`src/core/cssc_pkg.sv`:
```
package cssc_pkg;

  // ==========================================================================
  // Fuse encodings (one = unprogrammed, zero = programmed)
  // ==========================================================================
  localparam logic [3:0] CSSC_SEL_FACTORY = 4'h1;
  localparam logic [1:0] CSSC_SUT_FACTORY = 2'h2;
  localparam logic [3:0] CSSC_SEL_XTAL_LO = 4'hA;
  localparam logic [3:0] CSSC_SEL_LFXTAL = 4'h9;
  localparam logic [3:0] CSSC_SEL_RC_LO = 4'h5;
  localparam logic [3:0] CSSC_SEL_INTRC_LO = 4'h1;
  localparam logic [3:0] CSSC_SEL_EXTCLK = 4'h0;

  // ==========================================================================
  // Start-up counts in cycles of the selected source
  // ==========================================================================
  localparam logic [15:0] CSSC_CK_6 = 16'h0006;
  localparam logic [15:0] CSSC_CK_18 = 16'h0012;
  localparam logic [15:0] CSSC_CK_258 = 16'h0102;
  localparam logic [15:0] CSSC_CK_1K = 16'h0400;
  localparam logic [15:0] CSSC_CK_16K = 16'h4000;
  localparam logic [15:0] CSSC_CK_32K = 16'h8000;

  // ==========================================================================
  // Reset delay in watchdog oscillator cycles
  // ==========================================================================
  localparam int CSSC_WD_SHORT = 4096;
  localparam int CSSC_WD_LONG = 65536;

  typedef enum logic [1:0] {
    CSSC_SRC_XTAL = 2'b00,
    CSSC_SRC_LFXTAL = 2'b01,
    CSSC_SRC_RC = 2'b10,
    CSSC_SRC_CLK = 2'b11
  } cssc_src_e;

  typedef enum logic [1:0] {
    CSSC_DLY_NONE = 2'b00,
    CSSC_DLY_SHORT = 2'b01,
    CSSC_DLY_LONG = 2'b10
  } cssc_dly_e;

  typedef struct packed {
    cssc_src_e src;
    logic internal_rc;
    logic [1:0] freq_range;
    logic [15:0] wake_count;
    cssc_dly_e reset_delay;
  } cssc_cfg_s;

  typedef struct packed {
    logic core_en;
    logic peripheral_en;
    logic nvm_en;
    logic converter_en;
    logic async_timer_en;
  } cssc_gates_s;

endpackage : cssc_pkg

```
`src/core/cssc_top.sv`:
```
`timescale 1ns/100ps
// Contract
// (RL1) Four-bit source select: crystal, low-freq crystal, external RC, internal RC, external clock.
// (RL2) Fuse bit one means unprogrammed, zero means programmed.
// (RL3) Wake from power-down/save counts selected-source cycles before execution starts.
// (RL4) Reset start adds 4096 or 65536 watchdog oscillator cycles.
// (RL5) Factory fuses: source select 0001, start-up time 10.
// (RL6) Core clock gated off halts all core operation.
// (RL7) Peripheral clock gated; some external interrupts still detected asynchronously.
// (RL8) Two-wire address recognition proceeds asynchronously while peripheral clock halted.
// (RL9) NVM interface clock gated together with core clock.
// (RL10) Async timer allowed only on internal oscillator, main clock above four times; the code checks only the internal oscillator.
// (RL11) Converter domain keeps running while core and peripheral clocks halted.
// (RL12) Crystal upper select bits 101/110/111 choose range; option fuse widens it.
// (RL13) Crystal select bit zero with start-up fuses picks wake count and reset delay.
// (RL14) Low-freq crystal start-up fuses 00/01/10 pick 1K/1K/32K and delays.
// (RL15) Fetch held until source count then watchdog delay complete, in sequence.
module cssc_top #(
  parameter int WD_SHORT_CYCLES = cssc_pkg::CSSC_WD_SHORT,
  parameter int WD_LONG_CYCLES = cssc_pkg::CSSC_WD_LONG
) (
  input wire logic REF_CLK,
  input wire logic RESET_N,
  input wire logic SRC_CLK_TICK,
  input wire logic WD_OSC_TICK,
  input wire logic [3:0] CLOCK_SOURCE_SELECT_FUSES,
  input wire logic [1:0] STARTUP_TIME_FUSES,
  input wire logic OSCILLATOR_OPTION_FUSE,
  input wire logic USE_FACTORY_FUSES,
  input wire logic WAKE_REQ,
  input wire logic SLEEP_CORE,
  input wire logic SLEEP_PERIPHERAL,
  input wire logic ASYNC_TIMER_REQ,
  output cssc_pkg::cssc_cfg_s CFG,
  output cssc_pkg::cssc_gates_s GATES,
  output logic FETCH_EN,
  output logic ASYNC_IRQ_DETECT_EN,
  output logic TWI_ASYNC_ADDR_EN,
  output logic BUSY
);
  import cssc_pkg::*;

  initial begin
    if (WD_SHORT_CYCLES < 1 || WD_LONG_CYCLES < WD_SHORT_CYCLES || WD_LONG_CYCLES > 65536) begin
      $error("cssc_top: watchdog delay counts out of range");
    end
  end

  typedef enum logic [1:0] {
    CSSC_ST_SRC = 2'b00,
    CSSC_ST_WD = 2'b01,
    CSSC_ST_RUN = 2'b10
  } cssc_state_e;

  // ==========================================================================
  // Fuse decode
  // ==========================================================================
  function automatic cssc_cfg_s decode(input logic [3:0] sel, input logic [1:0] startup_time_fuses, input logic opt);
    cssc_cfg_s c;
    c = '0;
    c.freq_range = 2'h0;
    // Comparisons treat a zero bit as programmed; no inversion is needed [RL2]
    if (sel >= CSSC_SEL_XTAL_LO) begin // [RL1]
      c.src = CSSC_SRC_XTAL;
      // Range 1..3 for 101/110/111; 0 marks the wide range of the option fuse [RL12]
      c.freq_range = opt ? 2'(sel[3:1] - 3'h4) : 2'h0;
      if (!sel[0]) begin // [RL13]
        case (startup_time_fuses)
          2'h0: begin c.wake_count = CSSC_CK_258; c.reset_delay = CSSC_DLY_SHORT; end
          2'h1: begin c.wake_count = CSSC_CK_258; c.reset_delay = CSSC_DLY_LONG; end
          2'h2: begin c.wake_count = CSSC_CK_1K; c.reset_delay = CSSC_DLY_NONE; end
          default: begin c.wake_count = CSSC_CK_1K; c.reset_delay = CSSC_DLY_SHORT; end
        endcase
      end else begin
        case (startup_time_fuses)
          2'h0: begin c.wake_count = CSSC_CK_1K; c.reset_delay = CSSC_DLY_LONG; end
          2'h1: begin c.wake_count = CSSC_CK_16K; c.reset_delay = CSSC_DLY_NONE; end
          2'h2: begin c.wake_count = CSSC_CK_16K; c.reset_delay = CSSC_DLY_SHORT; end
          default: begin c.wake_count = CSSC_CK_16K; c.reset_delay = CSSC_DLY_LONG; end
        endcase
      end
    end else if (sel == CSSC_SEL_LFXTAL) begin
      c.src = CSSC_SRC_LFXTAL;
      // Reserved setting 11 falls back to the slowest, safest choice
      case (startup_time_fuses) // [RL14]
        2'h0: begin c.wake_count = CSSC_CK_1K; c.reset_delay = CSSC_DLY_SHORT; end
        2'h1: begin c.wake_count = CSSC_CK_1K; c.reset_delay = CSSC_DLY_LONG; end
        default: begin c.wake_count = CSSC_CK_32K; c.reset_delay = CSSC_DLY_LONG; end
      endcase
    end else begin
      c.src = (sel >= CSSC_SEL_RC_LO) ? CSSC_SRC_RC : CSSC_SRC_CLK;
      c.internal_rc = (sel >= CSSC_SEL_INTRC_LO) && (sel < CSSC_SEL_RC_LO);
      if (sel >= CSSC_SEL_RC_LO && startup_time_fuses == 2'h3) begin
        c.wake_count = CSSC_CK_6;
      end else begin
        c.wake_count = (sel >= CSSC_SEL_RC_LO) ? CSSC_CK_18 : CSSC_CK_6;
      end
      case (startup_time_fuses)
        2'h0: c.reset_delay = CSSC_DLY_NONE;
        2'h1: c.reset_delay = CSSC_DLY_SHORT;
        2'h2: c.reset_delay = CSSC_DLY_LONG;
        default: c.reset_delay = CSSC_DLY_SHORT;
      endcase
    end
    return c;
  endfunction : decode

  // ==========================================================================
  // Configuration capture
  // ==========================================================================
  logic [3:0] sel_eff;
  logic [1:0] sut_eff;
  cssc_cfg_s cfg_reg;
  cssc_cfg_s cfg_next;
  cssc_state_e state_reg;
  cssc_state_e state_next;

  // Unprogrammed silicon behaves as shipped [RL5]
  assign sel_eff = USE_FACTORY_FUSES ? CSSC_SEL_FACTORY : CLOCK_SOURCE_SELECT_FUSES;
  assign sut_eff = USE_FACTORY_FUSES ? CSSC_SUT_FACTORY : STARTUP_TIME_FUSES;
  assign cfg_next = decode(sel_eff, sut_eff, OSCILLATOR_OPTION_FUSE);

  // Fuses are sampled only while held in start-up, so a running clock never switches source
  // Reset loads decoded fuses as well: a cleared wake count would end the count at the first tick
  always_ff @(posedge REF_CLK) begin
    if (!RESET_N || state_reg != CSSC_ST_RUN) begin
      cfg_reg <= cfg_next;
    end
  end

  // ==========================================================================
  // Start-up sequencer
  // ==========================================================================
  logic [15:0] src_cnt_reg;
  logic [16:0] wd_cnt_reg;
  logic from_reset_reg;
  logic [16:0] wd_target;

  always_comb begin
    case (cfg_reg.reset_delay)
      CSSC_DLY_SHORT: wd_target = 17'(WD_SHORT_CYCLES);
      CSSC_DLY_LONG: wd_target = 17'(WD_LONG_CYCLES);
      default: wd_target = 17'h00000;
    endcase
  end

  always_comb begin
    state_next = state_reg;
    case (state_reg)
      CSSC_ST_SRC: begin
        // Source count first, then the watchdog part only when starting from reset [RL15]
        if (SRC_CLK_TICK && src_cnt_reg + 16'h0001 >= cfg_reg.wake_count) begin // [RL3]
          state_next = (from_reset_reg && wd_target != 17'h00000) ? CSSC_ST_WD : CSSC_ST_RUN;
        end
      end
      CSSC_ST_WD: begin
        if (WD_OSC_TICK && wd_cnt_reg + 17'h00001 >= wd_target) begin // [RL4]
          state_next = CSSC_ST_RUN;
        end
      end
      CSSC_ST_RUN: begin
        if (WAKE_REQ) begin
          state_next = CSSC_ST_SRC;
        end
      end
      default: state_next = CSSC_ST_SRC;
    endcase
  end

  always_ff @(posedge REF_CLK) begin
    if (!RESET_N) begin
      state_reg <= CSSC_ST_SRC;
    end else begin
      state_reg <= state_next;
    end
  end

  always_ff @(posedge REF_CLK) begin
    if (!RESET_N) begin
      from_reset_reg <= 1'b1;
    end else if (state_reg == CSSC_ST_RUN) begin
      from_reset_reg <= 1'b0;
    end
  end

  always_ff @(posedge REF_CLK) begin
    if (!RESET_N || state_reg != CSSC_ST_SRC) begin
      src_cnt_reg <= 16'h0000;
    end else if (SRC_CLK_TICK) begin
      src_cnt_reg <= src_cnt_reg + 16'h0001; // [RL3]
    end
  end

  always_ff @(posedge REF_CLK) begin
    if (!RESET_N || state_reg != CSSC_ST_WD) begin
      wd_cnt_reg <= 17'h00000;
    end else if (WD_OSC_TICK) begin
      wd_cnt_reg <= wd_cnt_reg + 17'h00001; // [RL4]
    end
  end

  // ==========================================================================
  // Clock domain gates
  // ==========================================================================
  logic running;
  logic async_ok;
  cssc_gates_s gates_reg;

  assign running = (state_reg == CSSC_ST_RUN);
  // Timer crystal shares the oscillator pins, so only an internal main clock frees them [RL10]
  assign async_ok = cfg_reg.internal_rc;

  always_ff @(posedge REF_CLK) begin
    if (!RESET_N) begin
      gates_reg <= '0;
      FETCH_EN <= 1'b0;
      ASYNC_IRQ_DETECT_EN <= 1'b0;
      TWI_ASYNC_ADDR_EN <= 1'b0;
    end else begin
      gates_reg.core_en <= running && !SLEEP_CORE; // [RL6]
      gates_reg.nvm_en <= running && !SLEEP_CORE; // [RL9]
      gates_reg.peripheral_en <= running && !SLEEP_PERIPHERAL; // [RL7]
      // Converter runs whenever started, independent of core and peripheral sleep [RL11]
      gates_reg.converter_en <= running;
      gates_reg.async_timer_en <= ASYNC_TIMER_REQ && async_ok; // [RL10]
      FETCH_EN <= running && !SLEEP_CORE; // [RL6]
      ASYNC_IRQ_DETECT_EN <= !(running && !SLEEP_PERIPHERAL); // [RL7]
      TWI_ASYNC_ADDR_EN <= !(running && !SLEEP_PERIPHERAL); // [RL8]
    end
  end

  assign GATES = gates_reg;
  assign CFG = cfg_reg;
  assign BUSY = !running;

endmodule : cssc_top

```
`config.mk`:
```
export PLATFORM = sky130hd
export DESIGN_NAME = cssc_top
export DESIGN_NICKNAME = d
export VERILOG_FILES = /design/src/core/cssc_pkg.sv /design/src/core/cssc_top.sv
export SDC_FILE = /design/constraint.sdc
export NUM_CORES = 1
export LEC_CHECK = 0
export ABC_CLOCK_PERIOD_IN_PS = 4000
export BUFFER_PORTS_ARGS = -buffer_cell sky130_fd_sc_hd__buf_2
export CAP_MARGIN = 20
export CORE_MARGIN = 3
export CORE_UTILIZATION = 50
export CTS_BUF_LIST = sky130_fd_sc_hd__clkbuf_8
export CTS_CLUSTER_SIZE = 12
export DETAILED_ROUTE_END_ITERATION = 12
export PLACE_DENSITY = 0.69
export SYNTH_ARGS = -nofsm -noshare
export SYNTH_HDL_FRONTEND = slang
export SYNTH_SLANG_ARGS = --single-unit
```
`constraint.sdc`:
```
create_clock -name REF_CLK -period 4 [get_ports REF_CLK]
set_clock_uncertainty 0.05 [all_clocks]
set_input_delay 0.6 -clock REF_CLK [delete_from_list [all_inputs] [get_ports REF_CLK]]
set_output_delay 0.6 -clock REF_CLK [all_outputs]
set_load 0.05 [all_outputs]
```
; Word level (Yosys, flattened, before mapping)
; Cells that the tools add are included.
[op_classes]
add_sub_neg = 3
magnitude_cmp = 6
n_eq_ne = 13
mux = 19
n_reduce_logical = 23
[op_table]
columns = operator, n
row1 = 2-to-1 mux 18 bit, 3
row2 = case mux 17 bit (3 select lines), 1
row3 = case mux 13 bit (3 select lines), 1
row4 = case mux 18 bit (2 select lines), 1
row5 = case mux 17 bit (2 select lines), 1
row6 = adder 17 x 1 -> 17 bit (second input constant), 1
row7 = >= comparator 17 bit, 1
row8 = nonzero test 17 bit, 1
row9 = adder 16 x 1 -> 16 bit (second input constant), 1
row10 = >= comparator 16 bit, 1
row11 = 2-to-1 mux 2 bit, 5
row12 = 2-to-1 mux 5 bit, 2
row13 = == test 2 bit (second input constant), 4
row14 = logical AND 1 bit, 8
row15 = != test 2 bit (second input constant), 4
row16 = == test 2 x 1 -> 1 bit (second input constant), 3
row17 = case mux 2 bit (3 select lines), 1
row18 = zero test 1 bit, 5
row19 = == test 4 bit (second input constant), 1
row20 = >= comparator 4 x 1 -> 1 bit (second input constant), 1
row21 = >= comparator 4 x 3 -> 1 bit (second input constant), 1
row22 = >= comparator 4 bit (second input constant), 1
row23 = zero test 2 bit, 2
row24 = less-than comparator 4 x 3 -> 1 bit (second input constant), 1
row25 = 10 further kinds, 13
[word_totals]
ff_bits = 64
inputBits = 16
out_inout_bits = 32
elab_cells = 79

; Logic depth before layout (Yosys ltp)
[depth]
ltp_word = 7
depth_mapped = 13
depth_no_buf = 12

; Worst setup path before layout
; Ideal clock, no wire load.
[synth_path]
path_type = register -> register
start = register wd_cnt_reg[0]
end = register state_reg[0]
setup_ns = 0.117
arrival_time_ns = 2.730
t_required_ns = 3.833
slack_ns = 1.103
path_stages_with_launch = 12
n_path_buf = 0
period_less_slack_ns = 2.897
cell_sequence = dfxtp_1 -> ha_1 -> nand4_1 -> nor2_1 -> nand3_1 -> xnor2_1 -> ha_1 -> nand3_1 -> or4_1 -> o2111ai_1 -> nand3_1 -> a32o_1
[synth_between]
elab_chain_cells = 5
[synth_lines]
columns = item, line_no
row1 = "start, declared", cssc_top.sv:135  ; logic [16:0] wd_cnt_reg;
row2 = "start signal, assigned", cssc_top.sv:198  ; wd_cnt_reg <= wd_cnt_reg + 17'h00001;
row3 = adder 17 x 1 -> 17 bit, cssc_top.sv:157  ; if (WD_OSC_TICK && wd_cnt_reg + 17'h00001 >= wd_target) begin
row4 = >= comparator 17 bit, cssc_top.sv:157
row5 = logical AND 1 bit, cssc_top.sv:157
row6 = != test 2 bit (no source line), --
row7 = AND reduction 3 bit (no source line), --
row8 = "end signal, assigned", cssc_top.sv:174  ; state_reg <= state_next;
row9 = "end, declared", cssc_top.sv:115  ; cssc_state_e state_reg;
; Every way passes these cells.
; A chain may end at the register's enable or synchronous reset.

; Final worst setup path
[layout_path]
start = register wd_cnt_reg[0]
end = register state_reg[1]
; The elaborated chain is that of the path after synthesis.

==> run summary <==
Status = finished clean
Max-slew violations = 0
Area leader, netlist = dfxtp_1
GRT Overall Usage = 0.180
CTS tree = yes
Die area = 0.00763 sq mm
CP Class = flop to flop
Clock Sinks = 55
Post_cts resized = 0
NumNets Final = 442
RSZ-0062 raised after global routing = no
Period utilization = 0.804
Clock Tree Buf Depth = 2
Final wirelength = 6370 um
Largest net degree at the start of global routing = 19
Cells after DPL = 477
Ys async rst share = 0
Yosys top cell area share = 0.248
Max_cap viols = 0
Routed Antenna Nets = 0
First-pass GRT wire length = 11,300 um
Ranking of synthesized cells by area = dfxtp_1 (25%), edfxtp_1 (13%), xor2_1 (8.2%)
Mapped cell area = 0.00331 sq mm
Setup violators final = 0
CTS clk-pin slew, worst paths = 110 ps
Number of global-route vias before repair = 2,483
Placed Area = 0.00345 sq mm
Share of layout cells above drive strength 1 = 0.135
Initial Utilization = 0.518
Hold Crit Class = input port to flop
Syn Inst Count = 384
Worst slew pin tran = 871 ps
Number of buffers created by CTS = 5
Setup TNS = 0 ps
CP max stage delay = 510 ps
Via density = 5.37
Die Y = 87.4 um
Flop-to-flop setup slack = 780 ps
Startpoint Class = flop
Worst skew pair latency = 310 ps
Core ar. = 0.00639 sq mm
Worst setup EP type = flop
Worst Path Max Fanout = 7
Warnings, synthesis = 0
Prevailing post-synth register cell = dfxtp_1
Wire per inst = 13.1 um
Number of synthesized flops with an enable pin = 14
Final Cell Area = 0.00357 sq mm
# diodes = 0
Drt first pass iters = 4
Number of flip-flops in the largest register = 17
DR iter-0 viols = 84
Crit path time final = 3220 ps
Leakage power = 1.47 nW
Initial antenna violation count = 0
Max Clk Rate = 311 MHz
Distinct cells, synth = 57
Via count = 2,606
Power per cell area = 341 mW/mm^2
Die width = 87.4 um
Non-Filler Instances = 485
CTS Hold Bufs = 0
I/O pin count = 48
RePlAce Congestion = 0.819
Slew headroom = 0.418
Root Driver = clkbuf_8
Grt ovf = 0
Area delta synth->final = 7.94%
Top-count cell post-synth = nor2_1
Worst path slowest cell = or4_1
Post-synthesis average cell area = 8.62 sq um
Number of synthesized register bits = 55
H-tree Lvls = 2
Worst path arrival time = 3380 ps
Max VDD drop = 0.251 mV
Critical Path RT = 4160 ps
Most used cell, CP = nand3_1
Row count = 29
Sequential share of the synthesized area = 0.375
Most frequent cells after synthesis = nor2_1 (51), dfxtp_1 (41), nand2_1 (32)
Post-DP HPWL = 4640 um
Final Hold Vio Count = 0
CP Cell Sequence = ha_1, nand4_1, nor2_1, nand3_1, xnor2_1, ha_1, nand3_1, or4_1, o2111ai_1, nand3_1, o32ai_2
PortBufs = 38
DRC = 0
Postcts setup bufs = 0
## cell type report
type	count	area [sq um]
Timing Repair Buffer	38	190
Tap cell	77	96.3
Clock inverter	2	38.8
Clock buffer	6	82.6
Sequential cell	55	1240
Multi-Input combinational cell	289	1860
Fill cell	579	2810
Inverter	18	67.6
## critical path: cells and delay by family (launching register included)
| kind | cells | cell delay [ps] |
|---|---|---|
| simple gates | 6 | 1400 |
| xor+xnor | 1 | 150 |
| compound gates | 2 | 460 |
| flops | 1 | 440 |
| fa+ha+maj | 2 | 620 |
## through the flow
stage	hold slack [ps]	setup WS, ps	total power [W]	util
floorplan	373	1100	0.000795	-
global placement	382	914	0.000831	0.541
detailed placement	384	818	0.000836	0.541
CTS	381	783	0.00123	0.560
global route	373	524	0.00128	0.560
finish	386	783	0.00122	0.560
## path summary, 6_finish.rpt
kind                                     start              to  cells after the start
worst max-delay path             wd_cnt_reg[0]    state_reg[1]                     11
worst min-delay path                SLEEP_CORE        GATES[2]                      2
worst max register to register   wd_cnt_reg[0]    state_reg[1]                     11
worst min register to register  from_reset_reg  from_reset_reg                      2
## layout by cell type, fill, tap and decap left out, drive strengths merged, types with 3 or more instances in the layout
cell	n
nand3	17
nor3	12
nand2b	6
or3	6
buf	38
edfxtp	14
xnor2	14
nor2	51
and4	4
o21a	3
ha	19
conb	9
nand2	32
nand4	14
nor2b	3
or2	4
a31oi	3
o21ai	12
o2111ai	3
clkbuf	6
mux2i	3
nor4	4
a21oi	5
inv	19
xor2	31
dfxtp	41
and3	8
## metal layers
metal / track usage / vias up / part of all wire
met4: 0.0516 / 0 / 0.013
met3: 0.0378 / 8 / 0.033
li1: - / 1349 / -
met5: 0 / - / 0
met2: 0.279 / 44 / 0.45
met1: 0.253 / 1205 / 0.50
## where the power goes
| group | total [W] | switching (W) | internal, W |
|---|---|---|---|
| registers | 0.000609 | 0.0000159 | 0.000593 |
| clock network | 0.000394 | 0.000188 | 0.000206 |
| logic | 0.000214 | 0.000155 | 0.0000583 |
## cell families after synthesis
group                      after synthesis  share of synthesized area
and+or+nand+nor                        167                      0.249
DFF                                     55                      0.375
buffers and inverters                   48                     0.0733
AOI/OAI and AO/OA                       45                     0.0979
xor gates and xnor gates                45                      0.119
adders and majority gates               19                     0.0718
muxes                                    4                     0.0125
other                                    1                    0.00113
(Power assumes the default switching activity.)
